`config.mk`:
```
export PLATFORM = sky130hd
export DESIGN_NAME = t16_timer
export DESIGN_NICKNAME = d
export VERILOG_FILES = /design/src/inc/t16_pkg.sv /design/src/inc/t16_edge_if.sv /design/src/hw/t16_edge.sv /design/src/hw/t16_timer.sv
export VERILOG_INCLUDE_DIRS = /design/src /design/src/inc
export SDC_FILE = /design/constraint.sdc
export NUM_CORES = 1
export LEC_CHECK = 0
export BUFFER_PORTS_ARGS = -buffer_cell sky130_fd_sc_hd__buf_4
export CAP_MARGIN = 25
export CORE_UTILIZATION = 40
export DETAILED_ROUTE_END_ITERATION = 8
export HOLD_SLACK_MARGIN = 0.02
export SYNTH_ARGS = -nofsm -noshare
export SYNTH_HDL_FRONTEND = slang
export SYNTH_HIERARCHICAL = 1
export SYNTH_SLANG_ARGS = --single-unit
```
`constraint.sdc`:
```
create_clock -name clk -period 3.6 [get_ports clk]
set_clock_uncertainty 0.15 [all_clocks]
set_input_delay 0.18 -clock clk [delete_from_list [all_inputs] [get_ports clk]]
set_output_delay 0.18 -clock clk [all_outputs]
set_load 0.005 [all_outputs]
```
`src/inc/t16_defines.svh`:
```
// Constants of the 16-bit timer/event counter: addresses, fields, codes.
// Assumes a 16-bit CPU address space and a byte-wide control register set.
`ifndef T16_DEFINES_SVH
`define T16_DEFINES_SVH

// Register addresses
`define T16_ADDR_COUNT      16'hFF10
`define T16_ADDR_CCA        16'hFF12
`define T16_ADDR_CCB        16'hFF14
`define T16_ADDR_TMC        16'hFF18
`define T16_ADDR_CRC        16'hFF1A
`define T16_ADDR_PRM        16'hFF1C
`define T16_ADDR_REMOTE_RECEIVE_MODE       16'hFF1E
`define T16_ADDR_RMIN       16'hFF20
`define T16_ADDR_RMAX       16'hFF22

// Reset values and word constants
`define T16_RST_BYTE        8'h00
`define T16_RST_WORD        16'h0000
`define T16_WORD_MAX        16'hFFFF
`define T16_COUNT_ONE       16'h0001

// Writable bit masks
`define T16_TMC_WMASK       8'h0D
`define T16_CRC_WMASK       8'h07
`define T16_PRM_WMASK       8'hF3
`define T16_REMOTE_RECEIVE_MODE_WMASK      8'hF3

// Field positions
`define T16_TMC_OVF         0
`define T16_TMC_MODE_LO     2
`define T16_TMC_MODE_HI     3
`define T16_CRC_ROLE_A      0
`define T16_CRC_TRIG_A      1
`define T16_CRC_ROLE_B      2
`define T16_PRM_CLK_LO      0
`define T16_PRM_CLK_HI      1
`define T16_PRM_PRI_LO      4
`define T16_PRM_PRI_HI      5
`define T16_PRM_SEC_LO      6
`define T16_PRM_SEC_HI      7
`define T16_REMOTE_RECEIVE_MODE_ENA        1
`define T16_REMOTE_RECEIVE_MODE_CLR_LO     4
`define T16_REMOTE_RECEIVE_MODE_CLR_HI     5

// Edge selection codes
`define T16_EDGE_FALL       2'h0
`define T16_EDGE_RISE       2'h1
`define T16_EDGE_BAD        2'h2
`define T16_EDGE_BOTH       2'h3
`define T16_REM_NONE        2'h0
`define T16_REM_FALL        2'h1
`define T16_REM_RISE        2'h2

// Count clock selection codes and last prescaler counts
`define T16_CLK_DIV2        2'h0
`define T16_CLK_DIV4        2'h1
`define T16_CLK_DIV16       2'h2
`define T16_CLK_EDGE        2'h3
`define T16_DIV2_LAST       4'h1
`define T16_DIV4_LAST       4'h3
`define T16_DIV16_LAST      4'hF
`define T16_DIV_ZERO        4'h0

`endif

```
`src/inc/t16_pkg.sv`:
```
// Types shared by the timer/event counter modules.
// Assumes t16_defines.svh is on the include path.
package t16_pkg;

    typedef enum logic [1:0] {
        T16_MODE_STOP,
        T16_MODE_FREE,
        T16_MODE_EDGE_CLR,
        T16_MODE_MATCH_CLR
    } t16_mode_type;

    typedef struct packed {
        logic [7:0]  timer_mode_control;
        logic [7:0]  capture_compare_control;
        logic [7:0]  prescaler_edge_select;
        logic [7:0]  remote_receive_mode;
        logic [15:0] count_value;
        logic [15:0] capture_compare_a;
        logic [15:0] capture_compare_b;
        logic [15:0] remote_min;
        logic [15:0] remote_max;
        logic        tick_held;
        logic [15:0] rdata;
        logic        compare_a_irq;
        logic        compare_b_irq;
        logic        remote_receive_irq;
    } t16_state_type;

    typedef struct packed {
        logic [3:0] div_cnt;
        logic       pri_last;
        logic       sec_last;
        logic       pri_rise;
        logic       pri_fall;
        logic       sec_rise;
        logic       sec_fall;
        logic       div_tick;
    } t16_edge_state_type;

endpackage

```
`src/inc/t16_edge_if.sv`:
```
// Carrier between the counter core and its input edge / prescaler unit.
// Assumes both ends share clk and rst_b.
`timescale 1ns/100ps
interface t16_edge_if;
    logic [1:0] clk_sel;
    logic       pri_rise;
    logic       pri_fall;
    logic       sec_rise;
    logic       sec_fall;
    logic       div_tick;

    modport core (
        output clk_sel,
        input  pri_rise,
        input  pri_fall,
        input  sec_rise,
        input  sec_fall,
        input  div_tick
    );

    modport unit (
        input  clk_sel,
        output pri_rise,
        output pri_fall,
        output sec_rise,
        output sec_fall,
        output div_tick
    );
endinterface

```
`src/hw/t16_edge.sv`:
```
// Input edge detection for both timer pins and the main clock prescaler.
// Assumes the pins are already synchronous to clk.
`timescale 1ns/100ps
`include "t16_defines.svh"
module t16_edge (
    // Clock and reset
    input  wire logic clk,
    input  wire logic rst_b,
    // Pins
    input  wire logic primary_timer_input,
    input  wire logic shared_secondary_input,
    // Core side
    t16_edge_if.unit  eif
);
    import t16_pkg::*;

    t16_edge_state_type s_q;
    t16_edge_state_type s_d;
    logic [3:0]         last_d;

    always_comb begin
        s_d = s_q;
        case (eif.clk_sel)
            `T16_CLK_DIV2:  last_d = `T16_DIV2_LAST;
            `T16_CLK_DIV4:  last_d = `T16_DIV4_LAST;
            default:        last_d = `T16_DIV16_LAST;
        endcase
        s_d.pri_last = primary_timer_input;
        s_d.sec_last = shared_secondary_input;
        s_d.pri_rise = primary_timer_input & ~s_q.pri_last;
        s_d.pri_fall = ~primary_timer_input & s_q.pri_last;
        s_d.sec_rise = shared_secondary_input & ~s_q.sec_last;
        s_d.sec_fall = ~shared_secondary_input & s_q.sec_last;
        // Divided main clock as a one-cycle enable
        if (s_q.div_cnt >= last_d) begin
            s_d.div_cnt  = `T16_DIV_ZERO;
            s_d.div_tick = 1'b1;
        end else begin
            s_d.div_cnt  = s_q.div_cnt + 4'h1;
            s_d.div_tick = 1'b0;
        end
    end

    always_ff @(posedge clk or negedge rst_b) begin
        if (!rst_b) begin
            s_q <= '0;
        end else begin
            s_q <= s_d;
        end
    end

    assign eif.pri_rise = s_q.pri_rise;
    assign eif.pri_fall = s_q.pri_fall;
    assign eif.sec_rise = s_q.sec_rise;
    assign eif.sec_fall = s_q.sec_fall;
    assign eif.div_tick = s_q.div_tick;
endmodule

```
`src/hw/t16_timer.sv`:
```
// 16-bit timer/event counter with two capture/compare registers.
// Assumes a CPU register port synchronous to clk and synchronous pins.
`timescale 1ns/100ps
`include "t16_defines.svh"
module t16_timer (
    // Clock and reset
    input  wire logic        clk,
    input  wire logic        rst_b,
    // CPU register port
    input  wire logic [15:0] cpu_addr,
    input  wire logic [15:0] cpu_wdata,
    input  wire logic [7:0]  cpu_bit_mask,
    input  wire logic        cpu_wr,
    input  wire logic        cpu_word,
    input  wire logic        cpu_rd,
    output logic      [15:0] cpu_rdata,
    // Timer pins
    input  wire logic        primary_timer_input,
    input  wire logic        shared_secondary_input,
    // Interrupt requests
    output logic             compare_a_irq,
    output logic             compare_b_irq,
    output logic             remote_receive_irq
);
    import t16_pkg::*;

    t16_edge_if     eif ();
    t16_state_type  s_q;
    t16_state_type  s_d;
    t16_mode_type   mode;
    logic [7:0]     wmask;
    logic           wr_tmc;
    logic           wr_crc;
    logic           wr_prm;
    logic           wr_remote_receive_mode;
    logic           wr_word;
    logic           pri_valid;
    logic           sec_valid;
    logic           clr_valid;
    logic           src_tick;
    logic           want_tick;
    logic           read_count;
    logic           advance;
    logic           edge_clear;
    logic           changed;
    logic [15:0]    next_count;
    logic           cap_a;
    logic           cap_b;

    // Valid edge of a pin for a two-bit edge selector
    function automatic logic edge_hit(input logic [1:0] sel,
                                      input logic       rise,
                                      input logic       fall);
        logic hit;
        hit = 1'b0;
        case (sel)
            `T16_EDGE_FALL: hit = fall;
            `T16_EDGE_RISE: hit = rise;
            `T16_EDGE_BOTH: hit = rise | fall;
            default:        hit = 1'b0;
        endcase
        return hit;
    endfunction

    // Bit or byte write into a control byte
    function automatic logic [7:0] merge(input logic [7:0] old,
                                         input logic [7:0] wdat,
                                         input logic [7:0] msk,
                                         input logic [7:0] wable);
        logic [7:0] m;
        m = msk & wable;
        return (old & ~m) | (wdat & m);
    endfunction

    t16_edge u_edge (
        .clk                    (clk),
        .rst_b                  (rst_b),
        .primary_timer_input    (primary_timer_input),
        .shared_secondary_input (shared_secondary_input),
        .eif                    (eif)
    );

    assign eif.clk_sel = s_q.prescaler_edge_select[`T16_PRM_CLK_HI:
                                                   `T16_PRM_CLK_LO];

    always_comb begin
        s_d = s_q;
        wmask = cpu_word ? 8'(`T16_WORD_MAX) : cpu_bit_mask;
        wr_tmc  = 1'b0;
        wr_crc  = 1'b0;
        wr_prm  = 1'b0;
        wr_remote_receive_mode = 1'b0;
        wr_word = cpu_wr & cpu_word;

        // Control register writes, bit or byte wide
        if (cpu_wr && cpu_addr == `T16_ADDR_TMC) begin
            wr_tmc = 1'b1;
        end else if (cpu_wr && cpu_addr == `T16_ADDR_CRC) begin
            wr_crc = 1'b1;
        end else if (cpu_wr && cpu_addr == `T16_ADDR_PRM) begin
            wr_prm = 1'b1;
        end else if (cpu_wr && cpu_addr == `T16_ADDR_REMOTE_RECEIVE_MODE) begin
            wr_remote_receive_mode = 1'b1;
        end
        if (wr_tmc) begin
            s_d.timer_mode_control = merge(s_q.timer_mode_control,
                cpu_wdata[7:0], wmask, `T16_TMC_WMASK);
        end
        if (wr_crc) begin
            s_d.capture_compare_control = merge(s_q.capture_compare_control,
                cpu_wdata[7:0], wmask, `T16_CRC_WMASK);
        end
        if (wr_prm) begin
            s_d.prescaler_edge_select = merge(s_q.prescaler_edge_select,
                cpu_wdata[7:0], wmask, `T16_PRM_WMASK);
        end
        if (wr_remote_receive_mode) begin
            s_d.remote_receive_mode = merge(s_q.remote_receive_mode,
                cpu_wdata[7:0], wmask, `T16_REMOTE_RECEIVE_MODE_WMASK);
        end

        // Word registers accept only full 16-bit writes
        if (wr_word && cpu_addr == `T16_ADDR_CCA) begin
            s_d.capture_compare_a = cpu_wdata;
        end else if (wr_word && cpu_addr == `T16_ADDR_CCB) begin
            s_d.capture_compare_b = cpu_wdata;
        end else if (wr_word && cpu_addr == `T16_ADDR_RMIN) begin
            s_d.remote_min = cpu_wdata;
        end else if (wr_word && cpu_addr == `T16_ADDR_RMAX) begin
            s_d.remote_max = cpu_wdata;
        end

        // New mode takes effect at once, so a stop write clears the count
        mode = t16_mode_type'(s_d.timer_mode_control[`T16_TMC_MODE_HI:
                                                     `T16_TMC_MODE_LO]);

        // Edge qualification
        pri_valid = edge_hit(
            s_q.prescaler_edge_select[`T16_PRM_PRI_HI:`T16_PRM_PRI_LO],
            eif.pri_rise, eif.pri_fall);
        sec_valid = edge_hit(
            s_q.prescaler_edge_select[`T16_PRM_SEC_HI:`T16_PRM_SEC_LO],
            eif.sec_rise, eif.sec_fall);
        if (s_q.remote_receive_mode[`T16_REMOTE_RECEIVE_MODE_ENA]) begin
            case (s_q.remote_receive_mode[`T16_REMOTE_RECEIVE_MODE_CLR_HI:
                                          `T16_REMOTE_RECEIVE_MODE_CLR_LO])
                `T16_REM_FALL: clr_valid = eif.pri_fall;
                `T16_REM_RISE: clr_valid = eif.pri_rise;
                default:       clr_valid = 1'b0;
            endcase
        end else begin
            clr_valid = pri_valid;
        end

        // Count clock source
        if (eif.clk_sel == `T16_CLK_EDGE) begin
            src_tick = pri_valid;
        end else begin
            src_tick = eif.div_tick;
        end

        // A read of the count defers the tick by one cycle
        read_count = cpu_rd && cpu_addr == `T16_ADDR_COUNT;
        want_tick  = (mode != T16_MODE_STOP) && (src_tick || s_q.tick_held);
        advance    = want_tick && !read_count;
        s_d.tick_held = want_tick && read_count;
        edge_clear = (mode == T16_MODE_EDGE_CLR) && clr_valid;

        // Count update
        if (mode == T16_MODE_STOP) begin
            next_count = `T16_RST_WORD;
        end else if (edge_clear) begin
            next_count = `T16_RST_WORD;
        end else if (advance && mode == T16_MODE_MATCH_CLR &&
                     s_q.count_value == s_q.capture_compare_a) begin
            next_count = `T16_RST_WORD;
        end else if (advance) begin
            next_count = s_q.count_value + `T16_COUNT_ONE;
        end else begin
            next_count = s_q.count_value;
        end
        s_d.count_value = next_count;
        changed = (mode != T16_MODE_STOP) && (advance || edge_clear);

        // Overflow on wrap; the set beats a simultaneous clear
        if (advance && !edge_clear &&
            s_q.count_value == `T16_WORD_MAX) begin
            s_d.timer_mode_control[`T16_TMC_OVF] = 1'b1;
        end

        // Compare requests, one pulse when the count arrives at the value
        s_d.compare_a_irq = changed &&
            !s_q.capture_compare_control[`T16_CRC_ROLE_A] &&
            next_count == s_q.capture_compare_a;
        s_d.compare_b_irq = changed &&
            !s_q.capture_compare_control[`T16_CRC_ROLE_B] &&
            next_count == s_q.capture_compare_b;

        // Capture into A: opposite primary edge or selected secondary edge
        if (s_q.capture_compare_control[`T16_CRC_TRIG_A]) begin
            case (s_q.prescaler_edge_select[`T16_PRM_PRI_HI:
                                            `T16_PRM_PRI_LO])
                `T16_EDGE_FALL: cap_a = eif.pri_rise;
                `T16_EDGE_RISE: cap_a = eif.pri_fall;
                default:        cap_a = 1'b0;
            endcase
        end else begin
            cap_a = sec_valid;
        end
        cap_a = cap_a && s_q.capture_compare_control[`T16_CRC_ROLE_A];
        cap_b = pri_valid &&
            s_q.capture_compare_control[`T16_CRC_ROLE_B];
        // A capture outranks a software write in the same cycle
        if (cap_a) begin
            s_d.capture_compare_a = s_q.count_value;
        end
        if (cap_b) begin
            s_d.capture_compare_b = s_q.count_value;
        end

        // Remote receive: width at the clear edge checked against limits
        s_d.remote_receive_irq = edge_clear &&
            s_q.remote_receive_mode[`T16_REMOTE_RECEIVE_MODE_ENA] &&
            s_q.count_value >= s_q.remote_min &&
            s_q.count_value <= s_q.remote_max;

        // Registered read data; unmapped addresses read zero
        if (!cpu_rd) begin
            s_d.rdata = s_q.rdata;
        end else if (cpu_addr == `T16_ADDR_COUNT) begin
            s_d.rdata = s_q.count_value;
        end else if (cpu_addr == `T16_ADDR_CCA) begin
            s_d.rdata = s_q.capture_compare_a;
        end else if (cpu_addr == `T16_ADDR_CCB) begin
            s_d.rdata = s_q.capture_compare_b;
        end else if (cpu_addr == `T16_ADDR_TMC) begin
            s_d.rdata = {8'h00, s_q.timer_mode_control};
        end else if (cpu_addr == `T16_ADDR_CRC) begin
            s_d.rdata = {8'h00, s_q.capture_compare_control};
        end else if (cpu_addr == `T16_ADDR_PRM) begin
            s_d.rdata = {8'h00, s_q.prescaler_edge_select};
        end else if (cpu_addr == `T16_ADDR_REMOTE_RECEIVE_MODE) begin
            s_d.rdata = {8'h00, s_q.remote_receive_mode};
        end else if (cpu_addr == `T16_ADDR_RMIN) begin
            s_d.rdata = s_q.remote_min;
        end else if (cpu_addr == `T16_ADDR_RMAX) begin
            s_d.rdata = s_q.remote_max;
        end else begin
            s_d.rdata = `T16_RST_WORD;
        end
    end

    always_ff @(posedge clk or negedge rst_b) begin
        if (!rst_b) begin
            s_q <= '0;
        end else begin
            s_q <= s_d;
        end
    end

    assign cpu_rdata          = s_q.rdata;
    assign compare_a_irq      = s_q.compare_a_irq;
    assign compare_b_irq      = s_q.compare_b_irq;
    assign remote_receive_irq = s_q.remote_receive_irq;
endmodule

```
Yosys cells after proc, flatten, opt, wreduce, memory -nomap -nowiden --
Cells that the tools add are included.
Word-level totals: RAM bits 0, bits in latches 0, input port bits 47, register bits 143, memories kept 0, logic and storage cells 170, ROM bits 0
Cells by class: add/subtract/negate cells 2, $mul 0, equal/unequal tests 24, reductions and logical operators 44, $lt $le $gt $ge 3, div/mod/pow operators 0, bitwise operators 28, mux-type cells 45, shift-type cells 0
Operators by type and width (count):
- 16-bit two-way mux | 20
- 16-bit equality test, second input constant | 10
- 16-bit equality test | 3
- 48-bit two-way mux | 1
- 8-bit AND | 5
- 32-bit two-way mux | 1
- 8-bit OR | 4
- 1-bit logical AND | 27
- 16-bit by 1-bit adder with 16-bit output, second input constant | 1
- 16-bit greater-or-equal comparator | 1
- 16-bit less-or-equal comparator | 1
- 1-bit two-way mux | 15
- 2-bit equality test, second input constant | 6
- 8-bit by 3-bit AND with 8-bit output | 1
- 8-bit by 4-bit AND with 8-bit output | 1
- 2-bit by 1-bit equality test with 1-bit output, second input constant | 4
- 2-bit logical NOT | 4
- 4-bit two-way mux | 2
- 8-bit two-way mux | 1
- 3-bit NOT with 8-bit output | 1
- 4-bit NOT with 8-bit output | 1
- 8-bit NOT | 1
- 4-bit case mux with 2 select lines | 1
- 2-bit nonzero test | 4
- 13 further kinds | 30

Logic depth before layout (Yosys ltp) --
Gate-level depths: netlist of the first run.
depth after elaboration 15, mapped depth 15, gate-level depth less buffers 12

Hierarchy --
Netlist of the first run, hierarchy kept.
Modules (own cells, without submodules):
- t16_timer | sequential area each 2952.8 um2, cells each 865, times used 1, area an instance 7792.5 um2
- t16_edge | sequential area each 275.3 um2, cells each 33, times used 1, area an instance 425.4 um2

Least setup slack after synthesis of the first run --
No wires, ideal clock.
kind input to register, start point input port cpu_addr[14], end point register s_q (netlist bit compare_b_irq), arrival time 2.970 ns, buffers on the path 0, stages on the path 11, required time 3.354 ns, setup slack 0.384 ns, path through nand4_1 > or3_4 > nor4_4 > mux2i_2 > clkinv_2 > o21ai_1 > xnor2_1 > and2b_1 > o31ai_1 > or4b_1 > nor4_2
RTL lines:
- start: declaration | line t16_timer.sv:10 | input wire logic [15:0] cpu_addr,
- end signal: assignment | line t16_timer.sv:255 | s_q <= '0;
- end signal: assignment | line t16_timer.sv:257 | s_q <= s_d;
- end: declaration | line t16_timer.sv:28 | t16_state_type s_q;

==> summary.txt, run 1 <==
Setup path
  • Crit-path slowest cell: or4_1
  • CP endpoint kind: flop
  • Critical R2R Capture: compare_a_irq$_DFF_PN0_
  • Crit path kind: flop to flop
  • Startpoint Class: flop
  • Worst R2R Path Depth: 11
  • Crit path cell chain: xnor2_1 -> a22oi_1 -> o21a_1 -> nand2b_1 -> or4_1 -> nand2_4 -> buf_4 -> nor2_1 -> xor2_1 -> nor4_1 -> and4bb_1
  • Crit path DAT: 3.58 ns
  • Reg2Reg Setup Slack: 0.24 ns
  • Crit path largest cell delay: 0.63 ns
  • Critical Path RT: 3.82 ns
  • Delay-heaviest family, CP: simple AND/OR/NAND/NOR gates
  • Top fanout value on the critical path: 13
  • CP bufs+invs: 1

Placed design
  • Routability congestion estimate: 0.976
  • Post-DP Area: 9230 um2
  • Count of input and output buffers: 65
  • Post-DP HPWL: 21.1 mm
  • Worst slack, placed: 0.122 ns

Yosys
  • Register bit total from synthesis: 129
  • Post-synth EDFFs: 0
  • Top post-synthesis cells by count: dfrtp_1 (129), nor2_1 (93), nand2_1 (73)
  • Top-count cell post-synth: dfrtp_1
  • Yosys warns: 6
  • Top FF cell, synth: dfrtp_1
  • Dominant cell type by area after synthesis: dfrtp_1
  • Synthesized area: 8220 um2
  • Mapped Cells: 898
  • Post-synthesis sequential area ratio: 39.3%
  • Synth top area share: 39.3%
  • Syn Nets: 984
  • Top cells by area, synth: dfrtp_1 (39%), ha_1 (5.9%), mux2i_1 (4.8%)
  • Mean Syn Cell Area: 9.15 um2
  • Post-synth cell types: 78
  • Share of flip-flops with an asynchronous set or reset: 100%

STA
  • Final cycle utilization of the critical path: 93.4%
  • Min Hold Slack: 0.0428 ns
  • Final setup TNS: 0 ns
  • Final setup violating endpoints: 0
  • Final worst slack: 0.237 ns
  • Final Hold Viols: 0
  • Max Clk Rate: 0.297 GHz
  • Slew @ Worst Pin: 0.945 ns
  • Final Critical Period: 3.36 ns
  • Slew Limit Fails: 0
  • RSZ-0062 raised after global routing: no
  • Slew HR: 37.0%

Clock network
  • Cts bufs inserted: 17
  • H-tree lvl count: 4
  • CTS Root Cell: clkbuf_16
  • Clk Latency, worst-skew pair: 0.44 ns
  • Clk slew on worst S/H paths: 0.07 ns
  • CTS tree: built
  • Sink Count: 129
  • Max clock buf depth: 2
  • Setup Buffers After CTS: 0

Min path
  • Hold Path Origin: cpu_bit_mask[7]
  • Min-Delay Path Class: input port to flop
  • Hold Path Stages: 4

Floorplan
  • Chip width: 145 um
  • Die height: 145 um
  • Number of cell rows: 52
  • Initial Utilization: 40.7%
  • # IOs: 66
  • Die area: 21,100 um2
  • Core footprint: 20,200 um2

Layout
  • Fill cells: 1,957
  • ANT cells: 0
  • Layout cells sized above 1: 20.8%
  • Finished Cell Area: 10,100 um2
  • Seq. cell area: 3230 um2
  • Layout Area Growth over Synthesis: 22.5%
  • Multi-input gate area: 4470 um2
  • Final #Nets: 1,096

Global routing
  • Antenna violations before repair: 0
  • Layer with the highest usage: met2
  • GRT overflow: 0
  • First-pass GRT wire length: 43.2 mm
  • Met2 Usage GRT: 40.7%
  • Met3 global-route usage: 5.11%
  • Vias in the first global route: 7,172
  • Largest net degree at the start of global routing: 97
  • Tot GR Track Use: 27.1%
  • Met1 GRT Util: 39.2%

Routing
  • Via count: 7,499
  • 1st-pass router iterations: 5
  • Starting DRC count in detailed routing: 640
  • Total Wirelength: 27.9 mm
  • DR WL/cell: 21.6 um
  • Drt drc: 0
  • ANT nets after route: 0
  • Via/cell ratio: 5.80

Power and ir drop
  • PD cells: 350 nW/um2
  • Peak supply drop: 0.284 mV
  • Static leakage: 4.69 nW
  • Total Power: 0.00353 W

Status
  • Status: complete, no violations

Run
  • # Max-Cap Violations: 0
## routing by layer
layer / part of all wire [%] / vias to the layer above
met5: 0 / -
met3: 6.5 / 41
met2: 44 / 286
met4: 2.3 / 0
li1: - / 3462
met1: 47 / 3710
## area by class of cell
type                            instances  share of cell area (%)
Multi-Input combinational cell        654                    44.4
Inverter                               50                    1.88
Clock buffer                           17                    4.23
Timing Repair Buffer                  158                    12.7
Clock inverter                         15                    1.34
Tap cell                              270                    3.36
Sequential cell                       129                    32.1
## power by group
group / switching [W] / internal [W]
Combinational: 0.000204 / 0.000138
Sequential: 0.0000246 / 0.00148
Clock: 0.000766 / 0.000910
Total: 0.000995 / 0.00253
## per-stage QoR
stage / cells / util (%)
floorplan: 898 / -
global placement: 1234 / 45.8
detailed placement: 1234 / 45.8
CTS: 1293 / 49.9
global route: 1293 / 49.9
finish: 1293 / 49.9
## cells in the final DEF, fill, tap and decap left out, types with 4 or more instances in the layout
master,netlist,layout
dlygate4sd3_1,0,27
clkbuf_16,0,17
nor3_1,14,13
nand4_1,15,15
a221o_1,10,10
o21ai_0,72,72
nor2b_1,11,10
a22oi_1,11,11
mux2_2,30,30
xor2_1,32,32
o211ai_1,6,6
nor4_1,12,12
ha_1,39,39
xnor2_1,8,8
mux2i_1,39,39
inv_6,0,7
or3_1,4,4
and2_1,6,6
a221oi_1,12,12
inv_1,47,47
o21a_1,5,5
a21oi_1,41,41
a222oi_1,4,4
and3_1,7,7
a211oi_1,8,8
a21o_1,9,9
nand2_1,73,73
a31oi_1,4,4
dfrtp_1,129,129
buf_4,18,128
nand2b_1,4,4
nand3_1,20,20
o221ai_1,6,6
o2111ai_1,7,7
nor2_1,93,93
## worst min-delay path, stage by stage
cell	delay, ns
buf_4	0.08
nor2_1	0.04
nor2_1	0.13
mux2_2	0.16
## how the worst max path moves through the flow
stage / start / to / slack [ns] / cells after the start
4_1_cts: flop / compare_a_irq$_DFF_PN0_ / 0.27 / 11
2_1_floorplan: cpu_addr[14] / compare_b_irq$_DFF_PN0_ / 0.38 / 11
5_1_grt: flop / compare_a_irq$_DFF_PN0_ / 0.07 / 11
6_report: flop / compare_a_irq$_DFF_PN0_ / 0.24 / 11
3_5_place_dp: cpu_addr[14] / compare_b_irq$_DFF_PN0_ / 0.12 / 12
3_3_place_gp: cpu_addr[14] / compare_a_irq$_DFF_PN0_ / 0.13 / 13
## repair_timing
| action | in CTS | in global routing |
|---|---|---|
| hold buffers | 27 | 0 |
| setup endpoints to repair | 0 | 1 |
| resized for setup | 0 | 1 |
| hold endpoints to repair | 188 | 0 |
## cell families after synthesis
kind of cell	after synthesis	share of synthesized area, %
mux	70	9.03
flops	129	39.3
simple gates	278	16.5
xor+xnor	40	4.26
fa+ha+maj	39	5.94
buf+inv	115	6.61
compound gates	227	18.4
(Power assumes the default switching activity.)
==> run 2, diff against run 1 <==
--- a/config.mk
+++ b/config.mk
@@ -6,6 +6,7 @@
 export SDC_FILE = /design/constraint.sdc
 export NUM_CORES = 1
 export LEC_CHECK = 0
+export ABC_AREA = 1
 export BUFFER_PORTS_ARGS = -buffer_cell sky130_fd_sc_hd__buf_4
 export CAP_MARGIN = 25
 export CORE_UTILIZATION = 40
==> run 2 against run 1 <==
  * Sequential share of layout area rose by 0.10 points
  * Largest cell class unchanged
  * Synthesized area rose by 2.8%
  * Non-clock buffer count fell by 41
  * Worst hold slack got worse by 0.013 ns
  * Sequential power barely moved
  * Core utilization fell by 0.95 points
  * Combinational power fell by 11%
  * Design area fell by 0.32%
  * Global-route usage rose by 0.14 points
  * Via count rose by 9.8%
  * Total power rose by 1.1%
  * Setup slack improved by 0.12 ns
==> summary.txt, run 2 <==
Setup path
  • Critical Path RT: 3.82 ns
  • Crit path cell chain: inv_1 -> nand2_1 -> nand3_1 -> o21ai_0 -> nand3_1 -> nand2_1 -> nand3_4 -> nor2_4 -> nor2_4 -> nand2_1 -> nand2_1 -> nand2_1 -> nor2_1 -> nand2_1 -> nor2_1 -> nand2_1 -> nor2_1
  • Crit path largest cell delay: 0.75 ns
  • CP endpoint kind: flop
  • Crit-path slowest cell: nor2_4
  • Most common cell on crit path: nand2_1
  • Crit path kind: flop to flop
  • Top fanout value on the critical path: 40
  • Crit path DAT: 3.46 ns
  • Startpoint Class: flop

Global routing
  • Tot GR Track Use: 27.3%
  • Vias in the first global route: 7,864
  • Largest net degree at the start of global routing: 71
  • Met2 Usage GRT: 43.3%
  • Antenna violations before repair: 0
  • Layer with the highest usage: met2
  • First-pass GRT wire length: 44.6 mm
  • Met1 GRT Util: 37.3%
  • GRT overflow: 0
  • Met3 global-route usage: 4.41%

Yosys
  • Post-synthesis sequential area ratio: 38.2%
  • Share of flip-flops with an asynchronous set or reset: 100%
  • XOR/XNOR Fraction of Synth Area: 2.59%
  • Mux share of post-synthesis cell area: 0.118%
  • Post-Synth Adder-Cell Area: 5.78%
  • Syn Nets: 1,235
  • Synth top area share: 38.2%
  • Top cells by area, synth: dfrtp_1 (38%), nand2_1 (13%), inv_1 (7.2%)
  • Post-synth cell types: 44
  • Dominant cell type by area after synthesis: dfrtp_1
  • Synthesized area: 8450 um2
  • Mean Syn Cell Area: 7.35 um2
  • Top-count cell post-synth: nand2_1
  • Post-synth EDFFs: 0
  • Largest family of logic cells by synthesized area: simple AND/OR/NAND/NOR gates
  • Synth Area in Compound Gates: 15.6%
  • Mapped Cells: 1,149
  • Simple logic cell fraction of the synthesized area: 26.3%
  • Register bit total from synthesis: 129
  • Top FF cell, synth: dfrtp_1
  • Yosys warns: 6
  • Top post-synthesis cells by count: nand2_1 (290), inv_1 (162), dfrtp_1 (129)

Routing
  • ANT nets after route: 0
  • Starting DRC count in detailed routing: 781
  • Total Wirelength: 28.5 mm
  • DR WL/cell: 18.8 um
  • 1st-pass router iterations: 5
  • Drt drc: 0
  • Via count: 8,233
  • Via/cell ratio: 5.45

Floorplan
  • Initial Utilization: 41.2%
  • # IOs: 66
  • Die height: 147 um
  • Die area: 21,700 um2
  • Number of cell rows: 52
  • Core footprint: 20,500 um2
  • Chip width: 147 um

Layout
  • Final core occ: 49.0%
  • Final #Nets: 1,314
  • Fill cells: 2,043
  • Most frequent cells in the layout: nand2_1 (290), inv_1 (162), dfrtp_1 (129)
  • Seq. cell area: 3230 um2
  • Fin cells: 1,511
  • Layout Area Growth over Synthesis: 18.8%
  • Multi-input gate area: 4260 um2
  • Layout cells sized above 1: 12.7%
  • Commonest non-fill, non-tap cell in the layout: nand2_1
  • ANT cells: 0

Clock network
  • CTS Root Cell: clkbuf_16
  • Clk Latency, worst-skew pair: 0.44 ns
  • CTS tree: built
  • Cts bufs inserted: 17
  • Clk slew on worst S/H paths: 0.07 ns
  • Hold buffers post-CTS: 22
  • H-tree lvl count: 4
  • Setup Buffers After CTS: 0
  • Sink Count: 129
  • Resized Gates After CTS: 0
  • Max clock buf depth: 2

STA
  • Final setup violating endpoints: 0
  • Final Hold Viols: 0
  • Final cycle utilization of the critical path: 90.2%
  • RSZ-0062 raised after global routing: no
  • Min Hold Slack: 0.0294 ns
  • Final setup TNS: 0 ns
  • Slew @ Worst Pin: 0.998 ns
  • Slew HR: 33.3%
  • Final worst slack: 0.354 ns
  • Final Critical Period: 3.25 ns
  • Max Clk Rate: 0.308 GHz
  • Slew Limit Fails: 0

Run
  • # Max-Cap Violations: 0

Power and ir drop
  • P_int: 0.00263 W
  • NetSw: 0.000938 W
  • Static leakage: 4.76 nW
  • Clock network fraction of total power: 49.4%
  • Flop pwr share: 42.1%
  • Net Sw Frac: 26.3%
  • PD cells: 355 nW/um2
  • Peak supply drop: 0.283 mV
  • Comb power frac: 8.5%

Placed design
  • Worst slack, placed: 0.357 ns
  • Post-DP HPWL: 21.4 mm
  • Routability congestion estimate: 0.965
  • Count of input and output buffers: 65
  • Post-Place Cells: 1,456

Min path
  • Min-Delay Path Class: input port to flop

Status
  • Status: complete, no violations
## run 2: changes by cell type after synthesis, sizes merged, moves of 30 or more
cell | before | now
mux2i | 40 | 1
o21ai | 77 | 111
nand3 | 20 | 70
nand2 | 74 | 301
inv | 48 | 169
mux2 | 30 | 0
## run 2: path summary, 6_finish.rpt
check	from	end	slack [ns]	cells after the start
max in group asynchronous	rst_b	s_q[55]$_DFFE_PN0P_	2.28	4
worst max register to register	flop	compare_b_irq$_DFF_PN0_	0.35	17
worst max-delay path	flop	compare_b_irq$_DFF_PN0_	0.35	17
min in group asynchronous	rst_b	s_q[30]$_DFFE_PN0P_	0.10	2
worst min register to register	u_edge/s_q[6]$_DFF_PN0_	u_edge/eif.pri_rise$_DFF_PN0_	0.27	1
worst min-delay path	cpu_wdata[4]	s_q[24]$_DFFE_PN0P_	0.03	3
## run 2: metal layers
metal / wire, um / part of all wire (%)
met1: 13000 / 46
met2: 13100 / 46
met5: 0 / 0
met3: 1470 / 5.2
met4: 879 / 3.1
## run 2: layout make-up
cell class | count | area share (%)
clock buffer | 18 | 4.28
clock inverter | 14 | 1.57
inverter | 171 | 6.40
multi-input combinational | 792 | 42.5
sequential | 129 | 32.2
tap | 270 | 3.37
timing repair buffer | 117 | 9.74
## run 2: stage by stage
| step | total power [W] | instance area, um2 |
|---|---|---|
| 3_3_place_gp | 0.00181 | 9170 |
| 2_1_floorplan | 0.00168 | 8450 |
| 6_report | 0.00356 | 10000 |
| 3_5_place_dp | 0.00181 | 9200 |
| 5_1_grt | 0.00368 | 10000 |
| 4_1_cts | 0.00359 | 10000 |
## run 2: cell families (layout without fill, tap and decap cells)
kind of cell               after synthesis  after routing
buffers and inverters                  228            320
xor gates and xnor gates                25             25
adders and majority gates               39             39
and+or+nand+nor                        509            509
DFF                                    129            129
muxes                                    1              1
AOI/OAI and AO/OA                      218            218
## run 2: power by group through the flow
| stage | Clock (W) | Combinational, W | Sequential [W] |
|---|---|---|---|
| after detailed placement | 0 | 0.000288 | 0.00153 |
| after CTS | 0.00178 | 0.000307 | 0.00150 |
| final | 0.00176 | 0.000304 | 0.00150 |
| after global placement | 0 | 0.000280 | 0.00153 |
| after floorplan | 0 | 0.000164 | 0.00152 |
| after global routing | 0.00184 | 0.000340 | 0.00150 |
## run 2: worst max-delay path: cells and delay by family, from the launching register on
kind / cells / cell delay (ns)
simple gates: 15 / 2.27
flops: 1 / 0.40
compound gates: 1 / 0.21
buf+inv: 1 / 0.14
==> run 3, diff against run 2 <==
--- a/config.mk
+++ b/config.mk
@@ -12,7 +12,9 @@
 export CORE_UTILIZATION = 40
 export DETAILED_ROUTE_END_ITERATION = 8
 export HOLD_SLACK_MARGIN = 0.02
+export RECOVER_POWER = 100
 export SYNTH_ARGS = -nofsm -noshare
 export SYNTH_HDL_FRONTEND = slang
 export SYNTH_HIERARCHICAL = 1
 export SYNTH_SLANG_ARGS = --single-unit
+export TNS_END_PERCENT = 50
==> run 3 against run 2 <==
  * The flow now finishes with violations (capacitance limit, slew limit)
  * Maximum frequency increased by 1.0%
  * Global-route usage unchanged
  * Die area unchanged
  * Routed wire length is 0.26% lower
  * Register-to-register slack improved by 0.03 ns
  * Final cell count unchanged
  * Largest cell class unchanged
==> summary.txt, run 3 (synthesis gave the netlist of run 2 again) <==
Clock network
  • CTS tree: built
  • Cts bufs inserted: 17
  • Resized Gates After CTS: 0
  • Setup Buffers After CTS: 0
  • Clk slew on worst S/H paths: 0.07 ns
  • H-tree lvl count: 4
  • CTS Root Cell: clkbuf_16
  • Clk Latency, worst-skew pair: 0.44 ns
  • Sink Count: 129
  • Max clock buf depth: 2

Layout
  • Most frequent cells in the layout: nand2_1 (296), inv_1 (163), dfrtp_1 (129)
  • Commonest non-fill, non-tap cell in the layout: nand2_1
  • Layout Area Growth over Synthesis: 17.5%
  • ANT cells: 0
  • Final #Nets: 1,314
  • Layout cells sized above 1: 10.8%

Floorplan
  • Core footprint: 20,500 um2
  • Chip width: 147 um
  • Initial Utilization: 41.2%
  • Number of cell rows: 52
  • # IOs: 66
  • Die area: 21,700 um2
  • Die height: 147 um

Setup path
  • Crit path largest cell delay: 0.77 ns
  • Crit path kind: flop to flop
  • CP bufs+invs: 1
  • Startpoint Class: flop
  • Crit-path slowest cell: nor2_4
  • Delay-heaviest family, CP: simple AND/OR/NAND/NOR gates
  • Critical R2R Capture: compare_b_irq$_DFF_PN0_
  • Crit path to: compare_b_irq$_DFF_PN0_
  • Levels on crit path: 17
  • CP endpoint kind: flop
  • Most common cell on crit path: nand2_1
  • Crit path cell chain: inv_1 -> nand2_1 -> nand3_1 -> o21ai_0 -> nor2_1 -> a21oi_1 -> nand3_2 -> nand2_1 -> nor2_4 -> nand2_1 -> nand2_1 -> nand2_1 -> nor2_1 -> nand2_1 -> nor2_1 -> nand2_1 -> nor2_1
  • Reg2Reg Setup Slack: 0.39 ns
  • Worst R2R Path Depth: 17
  • Crit path DAT: 3.43 ns
  • Top fanout value on the critical path: 40
  • Critical Path RT: 3.82 ns

STA
  • Max Clk Rate: 0.311 GHz
  • RSZ-0062 raised after global routing: no
  • Final Hold Viols: 0
  • Slew @ Worst Pin: 2.65 ns
  • Final cycle utilization of the critical path: 89.3%
  • Slew HR: -76.6%
  • Final setup TNS: 0 ns
  • Final Critical Period: 3.21 ns
  • Slew Limit Fails: 45
  • Min Hold Slack: 0.0226 ns
  • Final setup violating endpoints: 0

Global routing
  • First-pass GRT wire length: 44.6 mm
  • Tot GR Track Use: 27.3%
  • Largest net degree at the start of global routing: 71
  • Vias in the first global route: 7,864
  • Antenna violations before repair: 0
  • GRT overflow: 0

Placed design
  • Count of input and output buffers: 65
  • Post-DP HPWL: 21.4 mm
  • Routability congestion estimate: 0.965

Run
  • # Max-Cap Violations: 1

Min path
  • Min-Delay Path Class: input port to flop
  • Hold Path Origin: cpu_wdata[3]

Routing
  • ANT nets after route: 0
  • Via count: 8,297
  • Drt drc: 0
  • 1st-pass router iterations: 6
  • Via/cell ratio: 5.49
  • Starting DRC count in detailed routing: 815
  • Total Wirelength: 28.4 mm
  • DR WL/cell: 18.8 um

Status
  • Status: finished, violations left
  • Failing checks: capacitance limit, slew limit

Power and ir drop
  • Peak supply drop: 0.284 mV
  • PD cells: 357 nW/um2
  • Static leakage: 4.68 nW
## run 3: worst min path at each step
stage / to / slack, ns / cells after the start
4_1_cts: flop / 0.02 / 5
6_report: s_q[23]$_DFFE_PN0P_ / 0.02 / 3
5_1_grt: s_q[23]$_DFFE_PN0P_ / 0.03 / 3
3_5_place_dp: s_q[48]$_DFFE_PN0P_ / 0.002 / 1
3_3_place_gp: u_edge/s_q[6]$_DFF_PN0_ / 0.16 / 1
2_1_floorplan: async pin / -0.27 / 0
## run 3: where the power goes
group          total [W]  switching (W)  internal (W)
clock network    0.00176       0.000732       0.00103
registers        0.00150      0.0000227       0.00148
logic           0.000286       0.000176      0.000111
total            0.00355       0.000931       0.00262
## run 3: final cells by class
cell class,count,area [um2]
Clock inverter,14,158
Fill cell,2071,10600
Clock buffer,18,429
Sequential cell,129,3230
Multi-Input combinational cell,792,4240
Inverter,171,642
Tap cell,270,338
Timing Repair Buffer,117,896
## run 3: metrics by stage
step,util (%),total power [W],setup slack [ns],cell area [um2],cells
3_3_place_gp,44.8,0.00181,0.414,9170,1455
3_5_place_dp,44.9,0.00181,0.357,9200,1456
5_1_grt,48.4,0.00367,0.0710,9930,1511
2_1_floorplan,-,0.00168,1.38,8450,1149
4_1_cts,48.8,0.00359,0.418,10000,1510
6_report,48.4,0.00355,0.386,9930,1511
## run 3: routing by layer
metal  track usage (%)  vias to the layer above  routed length [um]
met5                 0                        -                   0
met1              37.3                     3985               12700
li1                  -                     3942                   -
met2              43.3                      309               13100
met3              4.41                       61                1750
met4              10.2                        0                 864
## run 3: worst reg2reg max path, delay by kind of cell, from the launching register on
kind	cells	cell delay, ns
AO/OA/AOI/OAI	2	0.32
buffers and inverters	1	0.14
flip-flops	1	0.40
AND/OR/NAND/NOR	14	2.15
## run 3: what timing repair did
item / in CTS / in global routing
endpoints found under the hold margin: 168 / 0
hold buffers: 22 / 0
endpoints found under the setup margin: 0 / 0
